$ cat config.mk
export PLATFORM = sky130hd
export DESIGN_NAME = fbn_node
export DESIGN_NICKNAME = d
export VERILOG_FILES = /design/src/core/fbn_pkg.sv /design/src/core/fbn_blink.sv /design/src/core/fbn_node.sv
export SDC_FILE = /design/constraint.sdc
export NUM_CORES = 1
export LEC_CHECK = 0
export BUFFER_PORTS_ARGS = -buffer_cell sky130_fd_sc_hd__buf_4
export CAP_MARGIN = 20
export CORE_MARGIN = 4
export CORE_UTILIZATION = 60
export CTS_BUF_LIST = sky130_fd_sc_hd__clkbuf_8
export DETAILED_ROUTE_END_ITERATION = 6
export MAX_ROUTING_LAYER = met4
export PLACE_DENSITY = 0.89
export SYNTH_ARGS = -nofsm -noshare
export SYNTH_HDL_FRONTEND = slang
export SYNTH_SLANG_ARGS = --single-unit
$ cat constraint.sdc
create_clock -name clk_sys -period 4.2 [get_ports clk_sys]
set_input_delay 0.63 -clock clk_sys [delete_from_list [all_inputs] [get_ports clk_sys]]
set_output_delay 0.63 -clock clk_sys [all_outputs]
set_load 0.005 [all_outputs]
$ cat src/core/fbn_pkg.sv
/*
 * Shared constants and types of the fieldbus node configuration and status block.
 * Assumes a single 20 MHz system clock and word-aligned Avalon-MM register access.
 */
//
// Behaviour
// - Switches 0..63 form node address directly
// - Address above 63 uses stored command value
// - Network may write pending node address
// - Written address applies after save and restart
// - Rate switch 0,1,2 selects 125/250/500 kbit/s
// - Rate switch above 2 uses stored rate
// - Network rate write 0..2, applies after save/restart
// - Indicator dark while node not online and no fault present
// - Steady green when online, connected, allocated, configured
// - Blinking green when online but not fully configured
// - Blinking red on recoverable error or waiting
// - Steady red on unrecoverable fault, duplicate address or bus-off
package fbn_pkg;

////////////////////////////////////////////////////////////////////////////////

	// Register byte offsets
	localparam logic [4:0] OFS_STATUS = 5'h00;
	localparam logic [4:0] OFS_ADDR_CFG = 5'h04;
	localparam logic [4:0] OFS_RATE_CFG = 5'h08;
	localparam logic [4:0] OFS_COMMAND = 5'h0C;
	localparam logic [4:0] OFS_SWITCH = 5'h10;

	// Field positions
	localparam int STAT_ADDR_LSB = 0;
	localparam int STAT_RATE_LSB = 8;
	localparam int STAT_ADDR_SW_BIT = 12;
	localparam int STAT_RATE_SW_BIT = 13;
	localparam int STAT_LED_LSB = 16;
	localparam int CFG_PEND_LSB = 0;
	localparam int CFG_STORED_LSB = 8;
	localparam int CMD_SAVE_BIT = 0;
	localparam int CMD_RESTART_BIT = 1;
	localparam int SW_TENS_LSB = 0;
	localparam int SW_UNITS_LSB = 4;
	localparam int SW_RATE_LSB = 8;

	// Reset values of pending and stored settings
	localparam logic [5:0] RST_NODE_ADDR = 6'h3F;
	localparam logic [1:0] RST_RATE = 2'h0;

	// Switch ranges
	localparam logic [3:0] DIGIT_MAX = 4'h9;
	localparam logic [7:0] ADDR_MAX = 8'h3F;
	localparam logic [3:0] RATE_SW_MAX = 4'h2;
	localparam logic [1:0] RATE_CODE_MAX = 2'h2;
	localparam logic [7:0] TENS_WEIGHT = 8'h0A;

	// Rate codes
	localparam logic [1:0] RATE_125K = 2'h0;
	localparam logic [1:0] RATE_250K = 2'h1;
	localparam logic [1:0] RATE_500K = 2'h2;

	// Timing
	localparam int CLK_HZ = 20_000_000;
	localparam int BLINK_HALF_MS = 500;
	localparam int BLINK_HALF_CYCLES = CLK_HZ / 1000 * BLINK_HALF_MS;
	localparam int BLINK_CNT_W = 24;
	localparam logic [1:0] SETTLE_DONE = 2'h3;

	typedef enum logic [2:0] {
		LED_DARK,
		LED_GREEN,
		LED_GREEN_BLINK,
		LED_RED_BLINK,
		LED_RED
	} fbn_led_e;

endpackage : fbn_pkg

$ cat src/core/fbn_blink.sv
/*
 * Blink phase generator for the status indicator.
 * Assumes one system clock; the half period is given in clock cycles.
 */
module fbn_blink #(
	parameter int HALF_CYCLES = fbn_pkg::BLINK_HALF_CYCLES
) (
	input wire logic clk_sys, // System clock
	input wire logic nrst, // Asynchronous reset, active low
	output logic phase // Blink phase, high in the lit half
);

	typedef struct packed {
		logic [fbn_pkg::BLINK_CNT_W-1:0] count;
		logic phase;
	} fbn_blink_s;

	localparam logic [fbn_pkg::BLINK_CNT_W-1:0] LAST = fbn_pkg::BLINK_CNT_W'(HALF_CYCLES - 1);

	fbn_blink_s st;
	fbn_blink_s next_st;

	////////////////////////////////////////////////////////////////////////////////

	always_comb begin
		next_st = st;
		if (st.count == LAST) begin
			next_st.count = '0;
			next_st.phase = ~st.phase;
		end else begin
			next_st.count = st.count + 1'b1;
		end
	end

	always_ff @(posedge clk_sys or negedge nrst) begin
		if (!nrst) begin
			st <= '0;
		end else begin
			st <= next_st;
		end
	end

	assign phase = st.phase;
endmodule : fbn_blink

$ cat src/core/fbn_node.sv
/*
 * Fieldbus node configuration selection and combined status indicator.
 * Assumes rotary switches arrive asynchronously on pins, node state flags come
 * from protocol logic on clk_sys, and software uses Avalon-MM with waitrequest.
 */
module fbn_node #(
	parameter int BLINK_HALF = fbn_pkg::BLINK_HALF_CYCLES
) (
	input wire logic clk_sys, // System clock, 20 MHz
	input wire logic nrst, // Asynchronous reset, active low
	// Avalon-MM slave
	input wire logic [4:0] avs_address, // Byte address
	input wire logic avs_read, // Read request
	input wire logic avs_write, // Write request
	input wire logic [3:0] avs_byteenable, // Byte lanes
	input wire logic [31:0] avs_writedata, // Write data
	output logic [31:0] avs_readdata, // Read data
	output logic avs_waitrequest, // Stall, high until answer
	// Rotary switch pins
	input wire logic [3:0] address_tens_switch, // Tens digit of address
	input wire logic [3:0] address_units_switch, // Units digit of address
	input wire logic [3:0] bit_rate_switch, // Bit-rate position
	// Node state from protocol logic
	input wire logic node_online, // Node is online
	input wire logic duplicate_node_address_check, // Duplicate check passed
	input wire logic conn_established, // Connections established
	input wire logic master_allocated, // Allocated to a master
	input wire logic config_ok, // Configuration complete and valid
	input wire logic recoverable_error, // Clearable error present
	input wire logic io_conn_waiting, // An I/O connection waits
	input wire logic unrecoverable_error, // Fatal device fault
	input wire logic dup_address_found, // Duplicate address detected
	input wire logic bus_off, // CAN controller bus-off
	// Results
	output logic [5:0] node_address, // Active node address
	output logic [1:0] bit_rate_sel, // Active rate code
	output logic led_green, // Indicator green element
	output logic led_red // Indicator red element
);

	typedef struct packed {
		logic [3:0] sw1_tens;
		logic [3:0] sw1_units;
		logic [3:0] sw1_rate;
		logic [3:0] sw2_tens;
		logic [3:0] sw2_units;
		logic [3:0] sw2_rate;
		logic [1:0] settle;
		logic started;
		logic [5:0] pend_addr;
		logic [1:0] pend_rate;
		logic [5:0] nv_addr;
		logic [1:0] nv_rate;
		logic [5:0] node_address;
		logic [1:0] bit_rate_sel;
		logic addr_from_sw;
		logic rate_from_sw;
		fbn_pkg::fbn_led_e led_state;
		logic led_green;
		logic led_red;
		logic waitrequest;
		logic [31:0] readdata;
	} fbn_node_s;

	fbn_node_s st;
	fbn_node_s next_st;
	logic blink_phase;

	////////////////////////////////////////////////////////////////////////////////
	// Helpers

	function automatic logic [7:0] addr_value(input logic [3:0] tens, input logic [3:0] units);
		addr_value = 8'(tens) * fbn_pkg::TENS_WEIGHT + 8'(units);
	endfunction : addr_value

	function automatic logic addr_valid(input logic [3:0] tens, input logic [3:0] units);
		addr_valid = (tens <= fbn_pkg::DIGIT_MAX) && (units <= fbn_pkg::DIGIT_MAX)
			&& (addr_value(tens, units) <= fbn_pkg::ADDR_MAX);
	endfunction : addr_valid

	function automatic logic rate_valid(input logic [3:0] pos);
		rate_valid = (pos <= fbn_pkg::RATE_SW_MAX);
	endfunction : rate_valid

	function automatic logic at(input logic [4:0] addr, input logic [4:0] ofs);
		at = (addr[4:2] == ofs[4:2]);
	endfunction : at

	////////////////////////////////////////////////////////////////////////////////
	// Blink divider

	fbn_blink #(
		.HALF_CYCLES(BLINK_HALF)
	) u_blink (
		.clk_sys(clk_sys),
		.nrst(nrst),
		.phase(blink_phase)
	);

	////////////////////////////////////////////////////////////////////////////////
	// Next state

	logic req;
	logic take;
	logic wr_lo;
	logic do_save;
	logic do_restart;
	logic apply;
	logic hard_fault;
	logic soft_fault;
	logic dark;
	logic all_ready;

	always_comb begin
		next_st = st;
		req = avs_read || avs_write;
		// Request takes effect on the edge where waitrequest is sampled low
		take = req && !st.waitrequest;
		wr_lo = take && avs_write && avs_byteenable[0];
		do_save = wr_lo && at(avs_address, fbn_pkg::OFS_COMMAND) && avs_writedata[fbn_pkg::CMD_SAVE_BIT];
		do_restart = wr_lo && at(avs_address, fbn_pkg::OFS_COMMAND) && avs_writedata[fbn_pkg::CMD_RESTART_BIT];

		// Switch synchronisers
		next_st.sw1_tens = address_tens_switch;
		next_st.sw1_units = address_units_switch;
		next_st.sw1_rate = bit_rate_switch;
		next_st.sw2_tens = st.sw1_tens;
		next_st.sw2_units = st.sw1_units;
		next_st.sw2_rate = st.sw1_rate;
		if (st.settle != fbn_pkg::SETTLE_DONE) begin
			next_st.settle = st.settle + 1'b1;
		end

		// Pending settings from network address and rate writes
		if (wr_lo && at(avs_address, fbn_pkg::OFS_ADDR_CFG) && avs_writedata[7:6] == 2'h0) begin
			next_st.pend_addr = avs_writedata[5:0];
		end
		if (wr_lo && at(avs_address, fbn_pkg::OFS_RATE_CFG)
				&& avs_writedata[7:0] <= 8'(fbn_pkg::RATE_CODE_MAX)) begin
			next_st.pend_rate = avs_writedata[1:0];
		end
		// Save copies pending values into non-volatile image
		if (do_save) begin
			next_st.nv_addr = st.pend_addr;
			next_st.nv_rate = st.pend_rate;
		end

		// Restart, or first settle after reset, applies the selection
		apply = do_restart || (st.settle == fbn_pkg::SETTLE_DONE && !st.started);
		if (apply) begin
			next_st.started = 1'b1;
			next_st.addr_from_sw = addr_valid(st.sw2_tens, st.sw2_units);
			if (addr_valid(st.sw2_tens, st.sw2_units)) begin
				next_st.node_address = 6'(addr_value(st.sw2_tens, st.sw2_units));
			end else begin
				next_st.node_address = next_st.nv_addr;
			end
			next_st.rate_from_sw = rate_valid(st.sw2_rate);
			if (rate_valid(st.sw2_rate)) begin
				next_st.bit_rate_sel = st.sw2_rate[1:0];
			end else begin
				next_st.bit_rate_sel = next_st.nv_rate;
			end
		end

		// Indicator selection in priority order
		hard_fault = unrecoverable_error || dup_address_found || bus_off;
		soft_fault = recoverable_error || io_conn_waiting;
		dark = !node_online || !duplicate_node_address_check;
		all_ready = conn_established && master_allocated && config_ok;
		if (hard_fault) begin
			next_st.led_state = fbn_pkg::LED_RED;
		end else if (soft_fault) begin
			next_st.led_state = fbn_pkg::LED_RED_BLINK;
		end else if (dark) begin
			next_st.led_state = fbn_pkg::LED_DARK;
		end else if (!all_ready) begin
			next_st.led_state = fbn_pkg::LED_GREEN_BLINK;
		end else begin
			next_st.led_state = fbn_pkg::LED_GREEN;
		end
		unique case (next_st.led_state)
			fbn_pkg::LED_DARK: begin
				next_st.led_green = 1'b0;
				next_st.led_red = 1'b0;
			end
			fbn_pkg::LED_GREEN: begin
				next_st.led_green = 1'b1;
				next_st.led_red = 1'b0;
			end
			fbn_pkg::LED_GREEN_BLINK: begin
				next_st.led_green = blink_phase;
				next_st.led_red = 1'b0;
			end
			fbn_pkg::LED_RED_BLINK: begin
				next_st.led_green = 1'b0;
				next_st.led_red = blink_phase;
			end
			default: begin
				next_st.led_green = 1'b0;
				next_st.led_red = 1'b1;
			end
		endcase

		// Bus answer: one wait cycle, then data with waitrequest low
		next_st.waitrequest = !(req && st.waitrequest);
		next_st.readdata = '0;
		if (req && st.waitrequest && avs_read) begin
			if (at(avs_address, fbn_pkg::OFS_STATUS)) begin
				next_st.readdata[fbn_pkg::STAT_ADDR_LSB +: 6] = st.node_address;
				next_st.readdata[fbn_pkg::STAT_RATE_LSB +: 2] = st.bit_rate_sel;
				next_st.readdata[fbn_pkg::STAT_ADDR_SW_BIT] = st.addr_from_sw;
				next_st.readdata[fbn_pkg::STAT_RATE_SW_BIT] = st.rate_from_sw;
				next_st.readdata[fbn_pkg::STAT_LED_LSB +: 3] = st.led_state;
			end else if (at(avs_address, fbn_pkg::OFS_ADDR_CFG)) begin
				next_st.readdata[fbn_pkg::CFG_PEND_LSB +: 6] = st.pend_addr;
				next_st.readdata[fbn_pkg::CFG_STORED_LSB +: 6] = st.nv_addr;
			end else if (at(avs_address, fbn_pkg::OFS_RATE_CFG)) begin
				next_st.readdata[fbn_pkg::CFG_PEND_LSB +: 2] = st.pend_rate;
				next_st.readdata[fbn_pkg::CFG_STORED_LSB +: 2] = st.nv_rate;
			end else if (at(avs_address, fbn_pkg::OFS_SWITCH)) begin
				next_st.readdata[fbn_pkg::SW_TENS_LSB +: 4] = st.sw2_tens;
				next_st.readdata[fbn_pkg::SW_UNITS_LSB +: 4] = st.sw2_units;
				next_st.readdata[fbn_pkg::SW_RATE_LSB +: 4] = st.sw2_rate;
			end
		end else if (!st.waitrequest) begin
			next_st.readdata = '0;
		end
	end

	////////////////////////////////////////////////////////////////////////////////
	// State register

	always_ff @(posedge clk_sys or negedge nrst) begin
		if (!nrst) begin
			st <= '0;
			st.pend_addr <= fbn_pkg::RST_NODE_ADDR;
			st.nv_addr <= fbn_pkg::RST_NODE_ADDR;
			st.node_address <= fbn_pkg::RST_NODE_ADDR;
			st.pend_rate <= fbn_pkg::RST_RATE;
			st.nv_rate <= fbn_pkg::RST_RATE;
			st.bit_rate_sel <= fbn_pkg::RST_RATE;
			st.led_state <= fbn_pkg::LED_DARK;
			st.waitrequest <= 1'b1;
		end else begin
			st <= next_st;
		end
	end

	assign avs_readdata = st.readdata;
	assign avs_waitrequest = st.waitrequest;
	assign node_address = st.node_address;
	assign bit_rate_sel = st.bit_rate_sel;
	assign led_green = st.led_green;
	assign led_red = st.led_red;
endmodule : fbn_node

Word-level counts from Yosys, hierarchy flattened
Cells that the tools add are included.
{"block": "word_totals", "ff_bits": 101, "input_bits": 67, "output_inout_bits": 43, "wordCells": 100}
{"block": "op_classes", "addsub": 3, "n_mul": 1, "magnitude_cmp": 5, "n_eq_ne": 10, "n_mux": 26, "bitwise": 1, "reduce_logical": 31}
{"cell": "$mux W2", "n": 13}
{"cell": "$add A24 B1 Y24 const B", "n": 1}
{"cell": "$eq A24 B24 Y1 const B", "n": 1}
{"cell": "$mux W24", "n": 1}
{"cell": "$mux W6", "n": 4}
{"cell": "$logic_and A1 B1 Y1", "n": 17}
{"cell": "$mux W14", "n": 1}
{"cell": "$eq A3 B2 Y1 const B", "n": 4}
{"cell": "$mux W12", "n": 1}
{"cell": "$mux W3", "n": 3}
{"cell": "$add A8 B4 Y8", "n": 1}
{"cell": "$le A4 B4 Y1 const B", "n": 2}
{"cell": "$le A8 B2 Y1 const B", "n": 1}
{"cell": "$le A8 B6 Y1 const B", "n": 1}
{"cell": "$mux W8", "n": 1}
{"cell": "$pmux W2 S4", "n": 1}
{"cell": "$mul A4 B3 Y7 const B", "n": 1}
{"cell": "$eq A3 B1 Y1 const B", "n": 2}
{"cell": "$logic_not A3 Y1", "n": 2}
{"cell": "$logic_or A1 B1 Y1", "n": 6}
{"cell": "$logic_not A1 Y1", "n": 5}
{"cell": "$le A4 B2 Y1 const B", "n": 1}
{"cell": "$mux W4", "n": 1}
{"cell": "$eq A3 B3 Y1 const B", "n": 1}
{"cell": "other kinds (5)", "n": 5}

Depth between registers and ports, before layout
{"block": "depth", "word_depth": 8, "ltp_mapped": 8, "mapped_depth_nobuf": 8}

Modules after synthesis
From an unflattened synthesis, not the netlist that was laid out.
{"block": "unflattened", "hier_cells": 429, "hier_area_um2": 4858.4}
{"module": "fbn_node", "n_inst": 1, "cells_each": 315, "area_each_um2": 3652.3, "seq_area_each_um2": 1925.6}
{"module": "fbn_blink", "n_inst": 1, "cells_each": 114, "area_each_um2": 1206.2, "seq_area_each_um2": 625.6}

Least setup slack after synthesis
Ideal clock, no wire load.
{"block": "synth_path", "kind": "reg2reg", "start": "reg st[76] in the netlist's numbering", "end": "reg, netlist name node_address[3]", "setup_time_ns": 0.084, "arrival_ns": 2.451, "t_required_ns": 4.116, "slack_ns": 1.665, "stages_incl_launch_ff": 9, "path_buffers": 0, "period_less_slack_ns": 2.535, "cell_sequence": "dfrtp_1 -> ha_1 -> ha_1 -> fa_1 -> and2_1 -> o21ai_0 -> a211oi_2 -> a311oi_1 -> a221o_1"}
{"block": "synth_via", "elab_chain_len": 5, "elab_cells_between_ends": 7, "classes_between": "add/sub (1); mul (1); order compare (2); mux (1); reduce/logical (2)"}
{"element": "from (decl)", "line": "fbn_node.sv:65", "source": "fbn_node_s st;"}
{"element": "from (signal assigned)", "line": "fbn_node.sv:246", "source": "st <= next_st;"}
{"element": "$mul A4 B3 Y7", "line": "fbn_node.sv:73", "source": "addr_value = 8'(tens) * fbn_pkg::TENS_WEIGHT + 8'(units);"}
{"element": "$add A8 B4 Y8", "line": "fbn_node.sv:73"}
{"element": "$le A8 B6 Y1", "line": "fbn_node.sv:78", "source": "&& (addr_value(tens, units) <= fbn_pkg::ADDR_MAX);"}
{"element": "$logic_and A1 B1 Y1", "line": "fbn_node.sv:78"}
{"element": "$mux W6 *", "line": "fbn_node.sv:153", "source": "if (addr_valid(st.sw2_tens, st.sw2_units)) begin"}
Every way passes the cells marked *; elsewhere a longest branch is shown, timed or not.
A chain may end at the register's enable or synchronous reset.

Worst setup path after layout
{"block": "layout_path", "start": "reg st[76] in the netlist's numbering", "end": "reg, netlist name node_address[3]"}
{"block": "layout_via", "elab_chain_len": 5, "elab_cells_between_ends": 7, "classes_between": "add/sub (1); mul (1); order compare (2); mux (1); reduce/logical (2)"}
{"element": "$mul A4 B3 Y7", "line": "fbn_node.sv:73"}
{"element": "$add A8 B4 Y8", "line": "fbn_node.sv:73"}
{"element": "$le A8 B6 Y1", "line": "fbn_node.sv:78"}
{"element": "$logic_and A1 B1 Y1", "line": "fbn_node.sv:78"}
{"element": "$mux W6 *", "line": "fbn_node.sv:153"}
Marked as above.

==> key figures <==
Pwr
  • P_leak: 0.00248 uW
  • Pwr dens: ~360 nW/um^2
  • Max rail drop VDD: 230 uV

Die
  • Initial core utilization: between 60% and 70%
  • Number of cell rows: 32
  • Die ar.: 9370 um^2
  • Die Y: 96.8 um
  • Core Area: a little under 8000 um^2
  • Boundary pin count: 110
  • Die Width: a little under 100 um

Drt
  • Via count: 3157
  • Drt drc: 0
  • Antenna Nets Post-Route: 0
  • Iter 0 DRT Violations: about 180
  • Avg WL per Cell: 15.3 um
  • Via density: 5.54
  • Drt first pass iters: 4
  • Total wire length: 8.72 mm

Setup path
  • Worst path bufs/invs: 0
  • CP delay by family, top: adder cells
  • Reg2Reg Setup Slack: 1220 ps
  • CP endpoint kind: register
  • Reg2Reg Depth: 8
  • Startpoint types: register
  • R2r endpoint: node_address[3]$_DFFE_PN1P_
  • CP cell instances: ha_1 > ha_1 > fa_1 > and2_1 > o211ai_1 > xnor2_1 > and3_1 > a221o_1
  • CP max FO: 8
  • Crit path DAT: 3280 ps
  • Most common cell on crit path: ha_1
  • Crit-path slowest cell: xnor2_1
  • Worst EP required: between 4000 and 5000 ps
  • Largest stage delay on the critical path: 580 ps
  • Origin of the critical flop-to-flop path: st[76]$_DFF_PN0_
  • CP Class: reg -> reg

Clock tree
  • Cts bufs inserted: 9
  • CTS tree: done
  • Post-CTS sizing: 0
  • CTS Buffer Depth: 2
  • Skew-Pair Late Insertion Delay: roughly 360 ps
  • Cts hold-fix bufs: 0
  • CTS Sinks: a little over 100
  • Worst-path clk slew: 90 ps
  • # H-tree levels: 3
  • Post-CTS Setup Repair Bufs: 0
  • Root buf cell: clkbuf_8

Status
  • Status: completed

Global route
  • Number of global-route vias before repair: 3086
  • Total grt overflow: 0
  • Initial antenna violation count: 0
  • Total GRT Usage: 19.4%
  • Largest net degree at the start of global routing: 81
  • First-pass GRT wire length: 14.4 mm

Place
  • Dpl hpwl: 6.46 mm
  • PortBufs: 65
  • Placed cells: 554
  • Gpl congestion: roughly 0.91

Min path
  • Hold_sp: next_st[78]$_DFF_PN0_
  • Hold-critical path endpoint: st[78]$_DFF_PN0_
  • Hold Crit Depth: 0
  • Hold WC Path Type: reg -> reg

Timing
  • Clk_skew: 11.9 ps
  • Final setup viols: 0
  • Headroom to the max-slew limit: 35.1%
  • Final Hold Fails: 0
  • TNS Setup: 0 ps
  • Max Slew Vio Count: 0
  • FMAX: 0.336 GHz
  • RSZ-0062 raised after global routing: no
  • Period utilisation layout: between 70 and 80%
  • Worst Max-Slew Pin Slew: 970 ps
  • Fin crit period: 2980 ps

Synthesis
  • Synthesized area per cell: 11.2 um^2
  • #FFs+latches synth: roughly 100
  • Cells after synthesis: 423
  • Number of synthesized flops with an enable pin: 0
  • Top FF cell, synth: dfrtp_1
  • Seq/Total Area, Yosys: 53.9%
  • Post-Syn Area: 4730 um^2
  • Synth async-reset ratio: 100%
  • Cell variety after synth: 53
  • Ys Warns: 0

Finish
  • Area growth syn-to-layout: 11.4%
  • Core Util, Final: 68.6%
  • # nets final: 542
  • Most frequent cells in the layout: 82 x dfrtp_1, 66 x buf_4, 43 x nor2_1, 19 x dfstp_2, 16 x nand2_1
  • Fin cells: 570
  • Most common cell after layout, fill and taps aside: dfrtp_1
  • N_diodes: 0
  • Share of layout cells above drive strength 1: 26.5%

Flow run
  • Max-cap violations: 0
==> power breakdown <==
group	leakage [uW]	switching, uW	total [uW]	internal [uW]
Clock	0.000101	326	622	297
Sequential	0.00124	31.2	1060	1030
Combinational	0.00114	107	203	95.7
Total	0.00248	464	1880	1420
==> cells in the mapped netlist (all sizes together) (2+ instances only) <==
| master | instances | area, um^2 |
|---|---|---|
| o21ai | 17 | 85.1 |
| xnor2 | 14 | 123 |
| and2 | 11 | 68.8 |
| xor2 | 13 | 114 |
| dfrtp | 82 | 2050 |
| nor3 | 10 | 50.1 |
| a311oi | 6 | 52.6 |
| nand2b | 4 | 25.0 |
| nor2b | 11 | 76.3 |
| and3 | 8 | 50.1 |
| dfstp | 19 | 499 |
| nand4 | 7 | 58.8 |
| nor2 | 43 | 161 |
| or3 | 2 | 12.5 |
| ha | 10 | 125 |
| fa | 2 | 40.0 |
| a21oi | 9 | 45.0 |
| and4 | 2 | 17.5 |
| clkbuf | 9 | 33.8 |
| nor4 | 6 | 37.5 |
| mux2 | 16 | 184 |
| nand3 | 12 | 60.1 |
| o22ai | 8 | 50.1 |
| buf | 42 | 310 |
| nand2 | 16 | 60.1 |
| o31ai | 2 | 15.0 |
| mux2i | 7 | 70.1 |
| a21o | 2 | 15.0 |
| a22oi | 2 | 15.0 |
| inv | 11 | 41.3 |
| a211oi | 4 | 35.0 |
==> area by class of cell <==
cell class	count	area [um^2]
inverter	11	41.3
tap	102	128
clock inverter	6	70.1
fill	581	2420
sequential	101	2550
multi-input combinational	274	1850
timing repair buffer	66	495
clock buffer	10	138
==> kinds of logic after synthesis <==
| group | count (synthesis) | share of synthesized area, % |
|---|---|---|
| AO/OA/AOI/OAI | 59 | 8.54 |
| XOR/XNOR | 27 | 5.00 |
| adder cells (fa/ha/maj) | 12 | 3.49 |
| buffers and inverters | 62 | 8.15 |
| flip-flops | 101 | 53.9 |
| multiplexers | 23 | 5.37 |
| other | 1 | 0.0793 |
| AND/OR/NAND/NOR | 138 | 15.4 |
==> worst max path at each step <==
stage / to / cells past startpoint / start
6_report: node_address[3]$_DFFE_PN1P_ / 8 / st[76]$_DFF_PN0_
5_1_grt: node_address[3]$_DFFE_PN1P_ / 8 / st[76]$_DFF_PN0_
2_1_floorplan: node_address[3]$_DFFE_PN1P_ / 8 / st[76]$_DFF_PN0_
4_1_cts: node_address[3]$_DFFE_PN1P_ / 8 / st[76]$_DFF_PN0_
3_3_place_gp: node_address[3]$_DFFE_PN1P_ / 8 / st[76]$_DFF_PN0_
3_5_place_dp: node_address[3]$_DFFE_PN1P_ / 8 / st[76]$_DFF_PN0_
==> state kept, by name (all words and copies together), names as in the netlist <==
name and count:
avs_readdata 17, avs_waitrequest 1, bit_rate_sel 2, led_green 1
led_red 1, next_st 12, node_address 6, st 36
u_blink.phase 1, u_blink.st 24
==> metal layers <==
layer  global-route usage, %  vias up  wire [um]
li1                        -     1492          -
met1                    23.3     1544       3670
met2                    31.4      100       4360
met3                    4.97       21        504
met4                    7.88        0        182
met5                       -        -          0
==> metrics by stage <==
step	cell area, um^2	hold slack (ps)	setup slack, ps	total power, uW
2_1_floorplan	4780	331	1670	1200
3_3_place_gp	5060	333	1460	1270
3_5_place_dp	5060	336	1270	1280
4_1_cts	5270	350	1240	1900
5_1_grt	5270	349	1040	1970
6_report	5270	353	1220	1880
Power figures use the tool's default switching activity.
